`src/logic/rnp_pkg.sv`:
```
package rnp_pkg;
   // ==========================================================
   // timing figures of the reset pin filter
   localparam int unsigned CLK_PERIOD_PS = 25000;
   localparam int unsigned FILT_MIN_PS = 10000;    // pulses shorter than this are ignored
   localparam int unsigned FILT_SAFE_PS = 100000;  // pulses longer than this always pass
   // least time rounds up; longest-ignored rounds down, floor of one cycle
   localparam int unsigned FILT_PASS_CYC = (FILT_SAFE_PS + CLK_PERIOD_PS - 1) / CLK_PERIOD_PS;
   localparam int unsigned FILT_IGN_CYC_RAW = FILT_MIN_PS / CLK_PERIOD_PS;
   localparam int unsigned FILT_IGN_CYC = (FILT_IGN_CYC_RAW < 1) ? 1 : FILT_IGN_CYC_RAW;
   // length of the internal reset sequence in clocks
   localparam int unsigned RST_SEQ_CYC = 16;
   localparam int unsigned SYNC_STAGES = 2;

   // ==========================================================
   // reset cause encoding reported on the cause flags
   localparam logic [1:0] CAUSE_NONE = 2'h0;
   localparam logic [1:0] CAUSE_HW_LONG = 2'h1;
   localparam logic [1:0] CAUSE_SW = 2'h2;
   localparam logic [1:0] CAUSE_WDT = 2'h3;

   // sequencer states
   typedef enum logic [1:0]
   {
      RNP_RUN = 2'b00,
      RNP_SEQ = 2'b01,
      RNP_INIT = 2'b10,
      RNP_PDN = 2'b11
   } rnp_state_e;
endpackage : rnp_pkg

```
`src/logic/rnp_sync.sv`:
```
`timescale 1ns/1ps
`default_nettype none
// ==========================================================
// two-flop level synchroniser, set to an idle level at reset
module rnp_sync
   import rnp_pkg::*;
#(
   parameter logic IDLE = 1'b1
)
(
   input wire logic sys_clk_in,
   input wire logic resetn_in,
   input wire logic d_in,
   output logic q_out
);
   logic meta_q;
   logic sync_q;

   // first stage feeds only the second stage
   always_ff @(posedge sys_clk_in or negedge resetn_in)
   begin
      if (!resetn_in)
      begin
         meta_q <= IDLE;
         sync_q <= IDLE;
      end
      else
      begin
         meta_q <= d_in;
         sync_q <= meta_q;
      end
   end

   assign q_out = sync_q;
endmodule : rnp_sync
`default_nettype wire

```
`src/logic/rnp_ctrl.sv`:
```
`timescale 1ns/1ps
`default_nettype none
module rnp_ctrl
   import rnp_pkg::*;
#(
   parameter int unsigned SEQ_CYC = RST_SEQ_CYC,
   parameter int unsigned PASS_CYC = FILT_PASS_CYC
)
(
   input wire logic sys_clk_in,
   input wire logic resetn_in,
   input wire logic reset_line_in,
   input wire logic nmi_n_in,
   input wire logic sw_reset_in,
   input wire logic wdt_reset_in,
   input wire logic end_of_init_instruction_in,
   input wire logic power_down_instruction_in,
   input wire logic wake_in,
   input wire logic bidir_wr_in,
   input wire logic bidir_wdata_in,
   output logic reset_line_out,
   output logic reset_line_oe_n_out,
   output logic reset_indication_output_n_out,
   output logic core_reset_out,
   output logic nmi_trap_out,
   output logic power_down_out,
   output logic bidir_reset_enable_out,
   output logic [1:0] reset_cause_out
);
   localparam int CW = $clog2(SEQ_CYC + PASS_CYC + 2);

   // ==========================================================
   // input synchronisers
   logic rst_s;
   logic nmi_s;
   rnp_sync #(.IDLE(1'b1)) u_rst_sync (.sys_clk_in(sys_clk_in), .resetn_in(resetn_in),
      .d_in(reset_line_in), .q_out(rst_s));
   rnp_sync #(.IDLE(1'b1)) u_nmi_sync (.sys_clk_in(sys_clk_in), .resetn_in(resetn_in),
      .d_in(nmi_n_in), .q_out(nmi_s));

   // ==========================================================
   // state
   rnp_state_e state_q, state_d;
   logic [CW-1:0] filt_q, filt_d;
   logic [CW-1:0] seq_q, seq_d;
   logic nmi_prev_q;
   logic trap_q;
   logic bidir_q, bidir_d;
   logic [1:0] cause_q, cause_d;
   logic rstind_n_q, line_oe_n_q, core_q, pdn_q;

   // ==========================================================
   // decoding
   wire hw_req = (filt_q >= CW'(PASS_CYC)) && line_oe_n_q;
   wire any_req = hw_req || sw_reset_in || wdt_reset_in;
   wire in_seq = (state_q == RNP_SEQ);
   wire seq_done = in_seq && (seq_q == CW'(SEQ_CYC - 1));
   // own drive must not retrigger, so the filter only counts when not driving
   assign filt_d = (rst_s || !line_oe_n_q) ? '0 :
      ((filt_q >= CW'(PASS_CYC)) ? filt_q : filt_q + CW'(1));
   wire lock = (state_q == RNP_RUN) || (state_q == RNP_PDN);
   wire nmi_fall = nmi_prev_q && !nmi_s;
   wire pdn_ok = power_down_instruction_in && !nmi_s;

   // next-state and cause logic
   always_comb
   begin
      state_d = state_q;
      seq_d = seq_q;
      cause_d = cause_q;
      bidir_d = bidir_q;
      if (bidir_wr_in && !lock && !in_seq)
         bidir_d = bidir_wdata_in;
      case (state_q)
         RNP_SEQ:
         begin
            seq_d = seq_q + CW'(1); // runs the whole length even for a short pulse
            // the enable lasts through the sequence so the line stays driven to its end
            if (seq_done)
            begin
               state_d = (hw_req && !bidir_q) ? RNP_SEQ : RNP_INIT;
               seq_d = '0;
               bidir_d = 1'b0;
            end
         end
         RNP_INIT:
            if (end_of_init_instruction_in)
               state_d = RNP_RUN;
         RNP_RUN:
            if (pdn_ok)
               state_d = RNP_PDN;
         RNP_PDN:
            if (wake_in)
               state_d = RNP_RUN;
         default:
            state_d = RNP_SEQ;
      endcase
      if (any_req && !in_seq)
      begin
         state_d = RNP_SEQ;
         seq_d = '0;
         if (bidir_q || hw_req)
            cause_d = CAUSE_HW_LONG;
         else if (sw_reset_in)
            cause_d = CAUSE_SW;
         else
            cause_d = CAUSE_WDT;
      end
   end

   // ==========================================================
   // registers; power-on starts an internal sequence
   always_ff @(posedge sys_clk_in or negedge resetn_in)
   begin
      if (!resetn_in)
      begin
         state_q <= RNP_SEQ;
         seq_q <= '0;
         filt_q <= '0;
         bidir_q <= 1'b0;
         cause_q <= CAUSE_HW_LONG;
         nmi_prev_q <= 1'b1;
         trap_q <= 1'b0;
         rstind_n_q <= 1'b0;
         line_oe_n_q <= 1'b1;
         core_q <= 1'b1;
         pdn_q <= 1'b0;
      end
      else
      begin
         state_q <= state_d;
         seq_q <= seq_d;
         filt_q <= filt_d;
         bidir_q <= bidir_d;
         cause_q <= cause_d;
         nmi_prev_q <= nmi_s;
         trap_q <= nmi_fall && (state_q == RNP_RUN);
         rstind_n_q <= (state_d == RNP_RUN) || (state_d == RNP_PDN);
         line_oe_n_q <= !(bidir_q && (state_d == RNP_SEQ));
         core_q <= (state_d == RNP_SEQ);
         pdn_q <= (state_d == RNP_PDN);
      end
   end

   // ==========================================================
   // outputs; line driven low with oe low meaning drive
   assign reset_line_out = 1'b0;
   assign reset_line_oe_n_out = line_oe_n_q;
   assign reset_indication_output_n_out = rstind_n_q;
   assign core_reset_out = core_q;
   assign nmi_trap_out = trap_q;
   assign power_down_out = pdn_q;
   assign bidir_reset_enable_out = bidir_q;
   assign reset_cause_out = cause_q;

   // ==========================================================
   // checks
   // helper for the length check: clocks spent in the current sequence;
   // it saturates so a restarted sequence cannot wrap round and look short
   logic [CW-1:0] seq_len_q;
   always_ff @(posedge sys_clk_in or negedge resetn_in)
   begin
      if (!resetn_in)
         seq_len_q <= '0;
      else if (!in_seq)
         seq_len_q <= '0;
      else if (seq_len_q != '1)
         seq_len_q <= seq_len_q + CW'(1);
   end

   ind_low_seq_a: assert property (@(posedge sys_clk_in) disable iff (!resetn_in)
      in_seq |=> !reset_indication_output_n_out) else $error("indication high in reset");
   ind_until_init_a: assert property (@(posedge sys_clk_in) disable iff (!resetn_in)
      (state_q == RNP_INIT && !end_of_init_instruction_in && !any_req)
      |=> !reset_indication_output_n_out) else $error("indication released early");
   ind_release_a: assert property (@(posedge sys_clk_in) disable iff (!resetn_in)
      (state_q == RNP_INIT && end_of_init_instruction_in && !any_req)
      |=> reset_indication_output_n_out) else $error("indication not released");
   nmi_trap_a: assert property (@(posedge sys_clk_in) disable iff (!resetn_in)
      (nmi_fall && state_q == RNP_RUN) |=> nmi_trap_out) else $error("trap missed");
   trap_single_a: assert property (@(posedge sys_clk_in) disable iff (!resetn_in)
      nmi_trap_out |=> !nmi_trap_out) else $error("trap longer than one clock");
   pdn_nmi_high_a: assert property (@(posedge sys_clk_in) disable iff (!resetn_in)
      (state_q == RNP_RUN && power_down_instruction_in && nmi_s && !any_req)
      |=> !power_down_out) else $error("power-down with nmi high");
   pdn_enter_a: assert property (@(posedge sys_clk_in) disable iff (!resetn_in)
      (state_q == RNP_RUN && pdn_ok && !any_req) |=> power_down_out)
      else $error("power-down not entered");
   bidir_lock_a: assert property (@(posedge sys_clk_in) disable iff (!resetn_in)
      lock |=> $stable(bidir_reset_enable_out)) else $error("bidir changed");
   bidir_drive_a: assert property (@(posedge sys_clk_in) disable iff (!resetn_in)
      (bidir_q && in_seq && !seq_done) |=> !reset_line_oe_n_out) else $error("line not driven");
   line_release_a: assert property (@(posedge sys_clk_in) disable iff (!resetn_in)
      !bidir_q |=> reset_line_oe_n_out) else $error("line driven without bidir");
   cause_long_a: assert property (@(posedge sys_clk_in) disable iff (!resetn_in)
      (bidir_q && any_req && !in_seq) |=> reset_cause_out == CAUSE_HW_LONG)
      else $error("cause not long hw");
   hw_reset_a: assert property (@(posedge sys_clk_in) disable iff (!resetn_in)
      (hw_req && !in_seq) |=> core_reset_out) else $error("reset not entered");
   stretch_a: assert property (@(posedge sys_clk_in) disable iff (!resetn_in)
      ($rose(in_seq)) |-> in_seq [*8]) else $error("sequence cut short");
   seq_len_a: assert property (@(posedge sys_clk_in) disable iff (!resetn_in)
      $fell(core_reset_out) |-> seq_len_q >= CW'(SEQ_CYC)) else $error("sequence too short");

   // main scenarios
   cv_hw_c: cover property (@(posedge sys_clk_in) hw_req && state_q == RNP_RUN);
   cv_pdn_c: cover property (@(posedge sys_clk_in) pdn_ok && state_q == RNP_RUN);
   cv_trap_c: cover property (@(posedge sys_clk_in) nmi_trap_out);
   cv_bidir_c: cover property (@(posedge sys_clk_in) bidir_q && in_seq);
   cv_wdt_c: cover property (@(posedge sys_clk_in) wdt_reset_in && !in_seq);
endmodule : rnp_ctrl
`default_nettype wire

```
`config.mk`:
```
export PLATFORM = sky130hd
export DESIGN_NAME = rnp_ctrl
export DESIGN_NICKNAME = d
export VERILOG_FILES = /design/src/logic/rnp_pkg.sv /design/src/logic/rnp_sync.sv /design/src/logic/rnp_ctrl.sv
export SDC_FILE = /design/constraint.sdc
export NUM_CORES = 1
export LEC_CHECK = 0
export ABC_AREA = 1
export BUFFER_PORTS_ARGS = -buffer_cell sky130_fd_sc_hd__clkbuf_2
export CORE_MARGIN = 1
export CORE_UTILIZATION = 28
export CTS_BUF_LIST = sky130_fd_sc_hd__clkbuf_16
export DETAILED_ROUTE_END_ITERATION = 10
export PLACE_DENSITY = 0.45
export SYNTH_ARGS = -nofsm -noshare
export SYNTH_HDL_FRONTEND = slang
export SYNTH_SLANG_ARGS = --single-unit
```
`constraint.sdc`:
```
create_clock -name sys_clk_in -period 4.9 [get_ports sys_clk_in]
set_input_delay 0.98 -clock sys_clk_in [delete_from_list [all_inputs] [get_ports sys_clk_in]]
set_output_delay 0.98 -clock sys_clk_in [all_outputs]
set_load 0.005 [all_outputs]
```
## Word-level counts from Yosys, hierarchy flattened

Index checks and enable logic that the tools add are counted.

| storage, ports and cells | value |
|---|---|
| memory bits (read-only) | 0 |
| memories kept | 0 |
| bits in registers | 25 |
| input bits | 11 |
| word-level logic and storage cells | 67 |
| RAM bits | 0 |
| output and inout port bits | 9 |
| latch bits | 0 |

| cells by class | value |
|---|---|
| shift operators | 0 |
| eq/ne operators | 7 |
| multiplexer cells | 17 |
| bitwise operators | 0 |
| multiply operators | 0 |
| divide/modulo/power cells | 0 |
| magnitude comparators | 1 |
| reduce and logical (&&, ||, !) cells | 25 |
| add/subtract/negate cells | 2 |

Operator list:

| operator | number |
|---|---|
| $mux W5 | 5 |
| $mux W2 | 7 |
| $add A5 B1 Y5 const B | 2 |
| $logic_and A1 B1 Y1 | 10 |
| $pmux W2 S4 | 1 |
| $eq A2 B2 Y1 const B | 3 |
| $logic_not A1 Y1 | 6 |
| $logic_or A1 B1 Y1 | 6 |
| $eq A5 B4 Y1 const B | 1 |
| $ge A5 B3 Y1 const B | 1 |
| $eq A2 B1 Y1 const B | 2 |
| $logic_not A2 Y1 | 2 |
| $mux W1 | 4 |
| $ne A2 B1 Y1 const B | 1 |
| $reduce_bool A2 Y1 | 1 |

## Depth between registers and ports, before layout

Gate-level depths: netlist (run 1).

| depth | value |
|---|---|
| word-level depth | 10 |
| depth in mapped cells | 10 |
| gate-level depth less buffers | 10 |

## By module

Synthesis (run 1) repeated with hierarchy kept, for this count alone.

| second synthesis, totals | value |
|---|---|
| cells, all modules | 126 |
| area, all modules | 1227.4 sq um |

By module, submodules not included:

| module | cells each | seq. area each (sq um) | times used | area an instance (sq um) |
|---|---|---|---|---|
| rnp_ctrl | 122 | 531.8 | 1 | 1122.3 |
| rnp_sync | 2 | 52.6 | 2 | 52.6 |

## Worst setup path after synthesis (run 1)

No wires, ideal clock.

| timing path | value |
|---|---|
| path type | input port to flip-flop |
| start | input port sw_reset_in |
| end | register rstind_n_q, in the netlist reset_indication_output_n_out |
| arrival time | 1.775 ns |
| buffers on the path | 0 |
| library setup time | 0.126 ns |
| path slack | 2.999 ns |
| stages | 5 |
| data required time | 4.774 ns |
| cell sequence | nor2_1 nand3_4 nor2_1 a21oi_1 ha_1 |

| between the ends | value |
|---|---|
| cells in the longest elaborated chain, start to end | 6 |
| elaborated cells between the ends (all ways) | 7 |
| those cells by class | 1 x eq/ne; 1 x mux; 5 x reduce/logical |

Ends and longest elaborated chain:

| element | RTL line | source |
|---|---|---|
| start, declared | rnp_ctrl.sv:14 | `input wire logic sw_reset_in,` |
| $logic_or A1 B1 Y1 * (2 in a row) | rnp_ctrl.sv:55 | `wire any_req = hw_req \|\| sw_reset_in \|\| wdt_reset_in;` |
| $logic_and A1 B1 Y1 * | rnp_ctrl.sv:98 | `if (any_req && !in_seq)` |
| $mux W2 * | rnp_ctrl.sv:98 |  |
| via state_d[0] | rnp_ctrl.sv:43 | `rnp_state_e state_q, state_d;` |
| $eq A2 B2 Y1 or $logic_not A2 Y1 (tied branches) | rnp_ctrl.sv:138 | `rstind_n_q <= (state_d == RNP_RUN) \|\| (state_d == RNP_PDN);` |
| $logic_or A1 B1 Y1 * | rnp_ctrl.sv:138 |  |
| end signal, assigned | rnp_ctrl.sv:138 |  |
| end, declared | rnp_ctrl.sv:50 | `logic rstind_n_q, line_oe_n_q, core_q, pdn_q;` |

Mark *: on every way through the listed nets, which the timed path passes. The rest lies on a longest branch.
A chain may end at the register's enable or synchronous reset.

## Final worst setup path (run 1)

| timing path | value |
|---|---|
| start | register line_oe_n_q, in the netlist reset_line_oe_n_out |
| end | output port reset_line_oe_n_out |

RTL lines:

| element | RTL line | source |
|---|---|---|
| start, declared | rnp_ctrl.sv:50 |  |
| start signal, assigned | rnp_ctrl.sv:139 | `line_oe_n_q <= !(bidir_q && (state_d == RNP_SEQ));` |
| end, declared | rnp_ctrl.sv:22 | `output logic reset_line_oe_n_out,` |

No word-level cell between the ends.

==> results of run 1 <==
## power breakdown
group | switching, mW | internal [mW]
Sequential | 0.0433 | 0.280
Clock | 0.0701 | 0.109
Combinational | 0.159 | 0.105
Total | 0.273 | 0.495
## final cells by class
| type | instances | area, um^2 |
|---|---|---|
| Fill cell | 425 | 2640 |
| Sequential cell | 25 | 637 |
| Clock inverter | 1 | 3.75 |
| Multi-Input combinational cell | 77 | 449 |
| Clock buffer | 3 | 75.1 |
| Timing Repair Buffer | 18 | 90.1 |
| Tap cell | 50 | 62.6 |
| Inverter | 20 | 75.1 |
## how the worst max path moves through the flow
stage | slack (ps) | start | end
after global routing | 2890 | state_q[1] | reset_line_oe_n_out
after floorplan | 3000 | sw_reset_in | reset_indication_output_n_out
after detailed placement | 2780 | sw_reset_in | reset_indication_output_n_out
after CTS | 2940 | reset_line_oe_n_out | reset_line_oe_n_out
after global placement | 2820 | sw_reset_in | reset_indication_output_n_out
final | 2960 | reset_line_oe_n_out | reset_line_oe_n_out
## layer usage
metal  up-vias  wire length, um  GRT usage  part of all wire
met5         -                0          0                 0
met4         0               35     0.0479             0.017
met3         5               97     0.0308             0.047
met1       383              990      0.139              0.48
li1        423                -          -                 -
met2        20              935      0.179              0.45
## metrics by stage
| step | power [mW] | worst slack [ps] | instances | hold WS, ps |
|---|---|---|---|---|
| 2_1_floorplan | 0.514 | 3000 | 124 | 345 |
| 3_3_place_gp | 0.593 | 2820 | 190 | 348 |
| 3_5_place_dp | 0.597 | 2780 | 190 | 347 |
| 4_1_cts | 0.785 | 2940 | 194 | 357 |
| 5_1_grt | 0.841 | 2890 | 194 | 358 |
| 6_report | 0.767 | 2960 | 194 | 355 |
## cells by family after synthesis
logic type / Yosys count / synth area share
other cells: 1 / 0.00319
simple gates: 50 / 0.201
fa+ha+maj: 9 / 0.0957
flops: 25 / 0.541
compound gates: 15 / 0.0670
xor+xnor: 2 / 0.0149
buf+inv: 22 / 0.0766
## cell usage in the layout (no fill, tap or decap), drive strengths merged
cell,count
nand2,31
inv,21
clkbuf,21
dfrtp,16
nor2,12
ha,9
dfstp,9
a21oi,6
o21ai,6
nand3,5
o22ai,2
nor3,1
nand3b,1
a31oi,1
xor2,1
xnor2,1
conb,1
## sequential cells by signal, indices dropped and copies added (netlist names)
signal and flops:
bidir_reset_enable_out 1, core_reset_out 1, filt_q 5, nmi_prev_q 1, nmi_trap_out 1, power_down_out 1
reset_cause_out 2, reset_indication_output_n_out 1, reset_line_oe_n_out 1, seq_q 5, state_q 2, u_nmi_sync.meta_q 1
u_nmi_sync.q_out 1, u_rst_sync.meta_q 1, u_rst_sync.q_out 1
==> out/qor.csv, run 1 <==
stage,metric,value,unit
synthesis,synth_area_leaders,"dfrtp_1 (34%), dfstp_2 (20%), ha_1 (9.6%), nand2_1 (7.7%), inv_1 (6.4%)",
floorplanning,ios,20,
min_path,hp-class,flop to flop,
cts,cts_setup_buffers,0,
min_path,hp-start,u_nmi_sync.meta_q,
sta,fin_worst_skew,7.62,ps
worst_setup_path,slowest_delay,580,ps
global_route,overflow,0,
synthesis,syn_avg_cell_area,9.48,um^2
sta,setup_viol_count_final,0,
cts,cts_buffers,3,
pwr,p_leak,0.710,nW
sta,min_period_over_period,0.395,
flow_run,max_cap_violations,0,
floorplanning,core_area,4030,um^2
detailed_routing,num_vias,831,
detailed_routing,drc,0,
sta,final-max-slew-violation-count,0,
cts,root_buffer,clkbuf_16,
worst_setup_path,crit_cells,1,
floorplanning,start_util,0.292,
cells_and_area,nNetsFinal,165,
cts,cts.htree.levels,1,
sta,setup_tns,0,ps
worst_setup_path,r2r_start,state_q[0],
placed_design,dpl_cell_area,1310,um^2
floorplanning,dieArea,4460,um^2
worst_setup_path,crit_chain,clkbuf_2,
global_route,grt_pass1_wl,3680,um
detailed_routing,first_pass_iters,4,
pwr,peakVddDrop,0.187,mV
sta,rsz0062_at_grt,no,
cells_and_area,n_antenna_cell,0,
placed_design,io_buffers,18,
synthesis,synth_top_cell_area_share,0.340,
global_route,grt_max_degree,26,
floorplanning,num_rows,23,
worst_setup_path,rrSetupSlack,3020,ps
cells_and_area,final_util,0.346,
worst_setup_path,criticalPathCategory,flop to output port,
synthesis,ys_warn_count,0,
pwr,pwr_density_cell,551,nW/um^2
worst_setup_path,r2r_end,reset_indication_output_n_out,
worst_setup_path,r2r.worst_path.cells,6,
detailed_routing,wl,2060,um
global_route,track_usage,0.112,
sta,final_hold_viol_count,0,
worst_setup_path,critical_path.startpoint_type,flop,
detailed_routing,via_per_inst,4.28,
synthesis,synthDistinctLibCells,21,
sta,slew_headroom,0.591,
cells_and_area,design_area,1390,um^2
cts,post_cts_resized,0,
synthesis,synth_cells,124,
worst_setup_path,crit_family,flip-flops,
synthesis,synth.most_common_cell,nand2_1,
synthesis,synth-seq-cells,25,
sta,min_period,1940,ps
floorplanning,die_h,66.8,um
synthesis,synth_edf_count,0,
worst_setup_path,cp.arrival,960,ps
global_route,first_global_vias,847,
cells_and_area,drive_gt1_frac,0.271,
placed_design,dp_hpwl,1590,um
synthesis,synth_commonest_cells,"nand2_1 (24), inv_1 (20), dfrtp_1 (16), nor2_1 (11)",
cts,clk_pin_slew_worst_paths,60,ps
cells_and_area,area_delta_synth_final,18.4,%
worst_setup_path,cp.required,3920,ps
worst_setup_path,worst_setup_path_end_kind,output port,
cts,hold_buffers,0,
cts,clockBufferDepth,2,
min_path,whs_endpoint,u_nmi_sync.q_out,
synthesis,ys.flop_type,dfrtp_1,
worst_setup_path,path_buf_inv,1,
cts,insertion_delay,260,ps
floorplanning,die_w,66.8,um
detailed_routing,drtIter0Drc,42,
synthesis,syn_area,1180,um^2
placed_design,place_congestion,0.726,
min_path,holdPathStages,0,
detailed_routing,drt-wirelength-per-cell,10.6,um
synthesis,async_flop_share,1.00,
run_status,status,"complete, no violations",
cts,cts_tree,yes,
sta,maxClockFrequency,0.516,GHz
detailed_routing,ant_nets,0,
global_route,antenna_found_initial,0,
cts,cts.sinks,25,
sta,tightest_slew,614,ps
synthesis,ys_seq_area_frac,0.541,
synthesis,synth_nets,144,
synthesis,synth_largest_area_cell,dfrtp_1,
worst_setup_path,worst_path_max_delay_cell,dfstp_2,
worst_setup_path,critPathMaxFanout,4,
Power figures use the tool's default switching activity.
==> inputs of run 2 (changes only) <==
==> constraint.sdc (replaced) <==
create_clock -name sys_clk_in -period 1.9 [get_ports sys_clk_in]
set_input_delay 0.38 -clock sys_clk_in [delete_from_list [all_inputs] [get_ports sys_clk_in]]
set_output_delay 0.38 -clock sys_clk_in [all_outputs]
set_load 0.005 [all_outputs]
==> out/qor.csv, run 2 (synthesis results as in run 1) <==
stage,metric,value,unit
run_status,status,"complete, no violations",
cells_and_area,drive_gt1_frac,0.283,
sta,fin_ws,149,ps
floorplanning,ios,20,
pwr,pwr-share-clk,0.242,
placed_design,place_ws,150,ps
sta,final-max-slew-violation-count,0,
worst_setup_path,r2r_start,state_q[0],
floorplanning,dieArea,4460,um^2
cells_and_area,layout_common_cells,"nand2_1 (24), inv_1 (20), clkbuf_2 (18)",
floorplanning,die_w,66.8,um
worst_setup_path,worst_setup_path_end_kind,flop,
min_path,hp-class,primary input to async pin,
cells_and_area,fillers,426,
cts,cts_tree,yes,
placed_design,place_congestion,0.787,
cells_and_area,multi_input_area,449,um^2
detailed_routing,via_per_inst,4.03,
cts,insertion_delay,260,ps
pwr,pwr_density_cell,1440,nW/um^2
detailed_routing,drc,0,
sta,slew_headroom,0.587,
cts,root_buffer,clkbuf_16,
detailed_routing,ant_nets,0,
cts,cts.sinks,25,
placed_design,io_buffers,18,
sta,setup_viol_count_final,0,
sta,rsz0062_at_grt,no,
worst_setup_path,rrSetupSlack,150,ps
placed_design,dp_hpwl,1530,um
cts,hold_buffers,0,
cells_and_area,nNetsFinal,166,
sta,tightest_slew,620,ps
worst_setup_path,crit_family,flip-flops,
placed_design,dpl_cell_area,1320,um^2
sta,final_hold_viol_count,0,
global_route,antenna_found_initial,0,
pwr,combPwrFrac,0.347,
sta,maxClockFrequency,0.571,GHz
worst_setup_path,critPathMaxFanout,4,
detailed_routing,first_pass_iters,4,
worst_setup_path,criticalPathCategory,flop to flop,
pwr,power_frac_seq,0.411,
worst_setup_path,r2r_end,reset_indication_output_n_out,
sta,hold_ws,118,ps
detailed_routing,drtIter0Drc,33,
pwr,switching_share,0.354,
pwr,p_switching,716,uW
sta,setup_tns,0,ps
pwr,p_int,1.31,mW
worst_setup_path,critical_path.startpoint_type,flop,
flow_run,max_cap_violations,0,
cells_and_area,seq_area,637,um^2
cts,cts.htree.levels,1,
floorplanning,num_rows,23,
worst_setup_path,slowest_delay,570,ps
cts,clockBufferDepth,2,
floorplanning,core_area,4030,um^2
detailed_routing,wl,2000,um
floorplanning,die_h,66.8,um
worst_setup_path,path_buf_inv,2,
cells_and_area,reg_top3,"filt_q: 5 flops, seq_q: 5 flops",
cells_and_area,n_antenna_cell,0,
cells_and_area,layout_commonest_cell,nand2_1,
worst_setup_path,cp.required,2050,ps
global_route,first_global_vias,803,
pwr,peakVddDrop,0.400,mV
worst_setup_path,cp.arrival,1900,ps
worst_setup_path,crit_chain,"inv_1, ha_1, nand3b_1, nand2_1, inv_1, nor2_1, a21oi_1, ha_1",
cts,post_cts_resized,0,
worst_setup_path,worst_path_max_delay_cell,dfstp_2,
floorplanning,start_util,0.292,
global_route,overflow,0,
detailed_routing,num_vias,786,
cells_and_area,final_util,0.349,
cells_and_area,design_area,1410,um^2
global_route,track_usage,0.116,
pwr,p_leak,0.714,nW
cts,clk_pin_slew_worst_paths,70,ps
cells_and_area,area_delta_synth_final,19.5,%
detailed_routing,drt-wirelength-per-cell,10.3,um
cts,cts_buffers,3,
global_route,grt_max_degree,26,
global_route,grt_pass1_wl,3700,um
sta,min_period_over_period,0.922,
worst_setup_path,r2r.worst_path.cells,8,
cts,cts_setup_buffers,0,
sta,min_period,1750,ps
sta,fin_worst_skew,4.44,ps
run 2: cell type report:
| class | count | share of cell area |
|---|---|---|
| Timing Repair Buffer | 19 | 0.0695 |
| Tap cell | 50 | 0.0445 |
| Inverter | 20 | 0.0534 |
| Clock inverter | 1 | 0.00623 |
| Multi-Input combinational cell | 77 | 0.320 |
| Clock buffer | 3 | 0.0534 |
| Sequential cell | 25 | 0.453 |
run 2: how the worst max path moves through the flow:
stage                                          to       start  cells past startpoint
floorplan           reset_indication_output_n_out  state_q[0]                      7
finish              reset_indication_output_n_out  state_q[0]                      8
global route        reset_indication_output_n_out  state_q[0]                      8
global placement    reset_indication_output_n_out  state_q[0]                      8
CTS                 reset_indication_output_n_out  state_q[0]                      8
detailed placement  reset_indication_output_n_out  state_q[0]                      8
run 2: per-stage QoR:
stage,cells,power [mW]
2_1_floorplan,124,1.33
3_3_place_gp,191,1.55
3_5_place_dp,191,1.55
4_1_cts,195,2.06
5_1_grt,195,2.23
6_report,195,2.02
run 2: worst register-to-register path, stage by stage (launching register included):
cell	delay, ps
dfstp_2	570
inv_1	80
ha_1	240
nand3b_1	190
nand2_1	70
inv_1	30
nor2_1	80
a21oi_1	80
ha_1	300
run 2: power groups by stage:
stage	Clock, mW	Sequential [mW]	Combinational [mW]
after detailed placement	0	0.844	0.709
after CTS	0.506	0.834	0.719
final	0.489	0.831	0.701
after global routing	0.525	0.857	0.846
after global placement	0	0.837	0.713
after floorplan	0	0.827	0.498
run 2: per-layer routing:
metal / up-vias / track usage / wire length (um) / part of all wire
li1: 421 / - / - / -
met3: 5 / 0.0257 / 78 / 0.039
met5: - / 0 / 0 / 0
met4: 0 / 0.0718 / 58 / 0.029
met1: 342 / 0.149 / 1010 / 0.50
met2: 18 / 0.174 / 858 / 0.43
==> inputs of run 3 (changes only) <==
--- a/config.mk
+++ b/config.mk
@@ -6,12 +6,12 @@
 export NUM_CORES = 1
 export LEC_CHECK = 0
 export ABC_AREA = 1
-export BUFFER_PORTS_ARGS = -buffer_cell sky130_fd_sc_hd__clkbuf_2
 export CORE_MARGIN = 1
 export CORE_UTILIZATION = 28
 export CTS_BUF_LIST = sky130_fd_sc_hd__clkbuf_16
 export DETAILED_ROUTE_END_ITERATION = 10
-export PLACE_DENSITY = 0.45
+export DONT_BUFFER_PORTS = 1
+export PLACE_DENSITY = 0.4
 export SYNTH_ARGS = -nofsm -noshare
 export SYNTH_HDL_FRONTEND = slang
 export SYNTH_SLANG_ARGS = --single-unit
==> out/qor.csv, run 3 (synthesis results as in run 1) <==
stage,metric,value,unit
sta,final_hold_viol_count,0,
cells_and_area,reg_top3,"filt_q: 5 flops, seq_q: 5 flops",
min_path,whs_endpoint,u_nmi_sync.meta_q,
global_route,track_usage,0.107,
sta,final-max-slew-violation-count,0,
floorplanning,die_w,66.8,um
flow_run,max_cap_violations,0,
worst_setup_path,worst_path_max_delay_cell,dfstp_2,
sta,fin_worst_skew,1.59,ps
worst_setup_path,rrSetupSlack,160,ps
sta,setup_tns,0,ps
cells_and_area,area_delta_synth_final,13.9,%
global_route,antenna_found_initial,0,
cells_and_area,n_antenna_cell,0,
cells_and_area,layout_commonest_cell,nand2_1,
worst_setup_path,worst_setup_path_end_kind,flop,
cts,cts_tree,yes,
floorplanning,dieArea,4460,um^2
global_route,first_global_vias,758,
cts,post_cts_resized,0,
placed_design,dp.cells,173,
cts,root_buffer,clkbuf_16,
sta,setup_viol_count_final,0,
floorplanning,core_area,4030,um^2
cts,cts.htree.levels,1,
worst_setup_path,cp.arrival,1880,ps
worst_setup_path,crit_family,flip-flops,
worst_setup_path,crit_chain,"inv_1, ha_1, nand3b_1, nand2_1, inv_1, nor2_1, a21oi_1, ha_1",
sta,min_period_over_period,0.917,
placed_design,place_congestion,0.781,
cells_and_area,final_util,0.333,
cts,insertion_delay,250,ps
worst_setup_path,critical_path.startpoint_type,flop,
cells_and_area,design_area,1340,um^2
worst_setup_path,criticalPathCategory,flop to flop,
detailed_routing,drc,0,
worst_setup_path,r2r_end,reset_indication_output_n_out,
min_path,hp-start,nmi_n_in,
worst_setup_path,path_buf_inv,2,
cells_and_area,drive_gt1_frac,0.178,
cells_and_area,fillers,432,
global_route,overflow,0,
placed_design,dp_hpwl,1510,um
pwr,p_leak,0.653,nW
cts,hold_buffers,2,
min_path,holdPathStages,0,
detailed_routing,wl,1960,um
detailed_routing,via_per_inst,4.18,
floorplanning,die_h,66.8,um
worst_setup_path,critPathMaxFanout,4,
global_route,grt_max_degree,26,
pwr,pwr_density_cell,1440,nW/um^2
floorplanning,start_util,0.292,
floorplanning,ios,20,
placed_design,io_buffers,0,
cells_and_area,layout_common_cells,"nand2_1 (24), inv_1 (21), dfrtp_1 (16)",
min_path,hp-class,primary input to flop,
worst_setup_path,cp.required,2040,ps
floorplanning,num_rows,23,
detailed_routing,ant_nets,0,
worst_setup_path,r2r_start,state_q[0],
sta,maxClockFrequency,0.574,GHz
detailed_routing,drt-wirelength-per-cell,11.0,um
worst_setup_path,slowest_delay,560,ps
cts,clk_pin_slew_worst_paths,60,ps
run_status,status,"complete, no violations",
cells_and_area,nNetsFinal,150,
placed_design,dpl_cell_area,1230,um^2
pwr,peakVddDrop,0.528,mV
global_route,grt_pass1_wl,3460,um
cts,cts.sinks,25,
detailed_routing,first_pass_iters,4,
cts,cts_setup_buffers,0,
worst_setup_path,r2r.worst_path.cells,8,
detailed_routing,num_vias,749,
cts,cts_buffers,3,
cells_and_area,stdcell_count,179,
cts,clockBufferDepth,2,
detailed_routing,drtIter0Drc,18,
sta,rsz0062_at_grt,no,
sta,min_period,1740,ps
## run 3: routing by layer
metal | up-vias | wire [um] | global-route usage | share of wire
met5 | - | 0 | 0 | 0
met4 | 0 | 25 | 0.0319 | 0.013
met3 | 2 | 147 | 0.0428 | 0.075
met2 | 19 | 876 | 0.165 | 0.45
met1 | 338 | 914 | 0.135 | 0.47
li1 | 390 | - | - | -
## run 3: worst max-delay path by stage
stage / from / end / slack (ps) / depth (start not counted)
after detailed placement: state_q[0] / reset_indication_output_n_out / 150 / 8
after floorplan: state_q[0] / reset_indication_output_n_out / 300 / 7
after global placement: state_q[0] / reset_indication_output_n_out / 170 / 8
after global routing: state_q[0] / reset_indication_output_n_out / 30 / 8
final: state_q[0] / reset_indication_output_n_out / 160 / 8
after CTS: state_q[0] / reset_indication_output_n_out / 140 / 8
## run 3: report_power, final
| part | total, mW | switching [mW] | internal, mW |
|---|---|---|---|
| clock | 0.450 | 0.170 | 0.281 |
| combinational | 0.627 | 0.380 | 0.247 |
| sequential | 0.848 | 0.124 | 0.723 |
| total | 1.93 | 0.675 | 1.25 |
## run 3: area by class of cell
class / count / area, um^2 / share of cell area
Clock buffer: 3 / 75.1 / 0.0560
Tap cell: 50 / 62.6 / 0.0467
Clock inverter: 1 / 3.75 / 0.00280
Inverter: 20 / 75.1 / 0.0560
Sequential cell: 25 / 637 / 0.475
Timing Repair Buffer: 3 / 37.5 / 0.0280
Multi-Input combinational cell: 77 / 449 / 0.335
## run 3: stage by stage
| stage | setup slack (ps) | total power, mW | hold slack, ps |
|---|---|---|---|
| after global placement | 169 | 1.48 | 85.2 |
| after detailed placement | 149 | 1.48 | 85.1 |
| after global routing | 29.4 | 2.11 | 109 |
| after floorplan | 295 | 1.33 | 84.4 |
| after CTS | 142 | 1.97 | 113 |
| final | 158 | 1.93 | 120 |
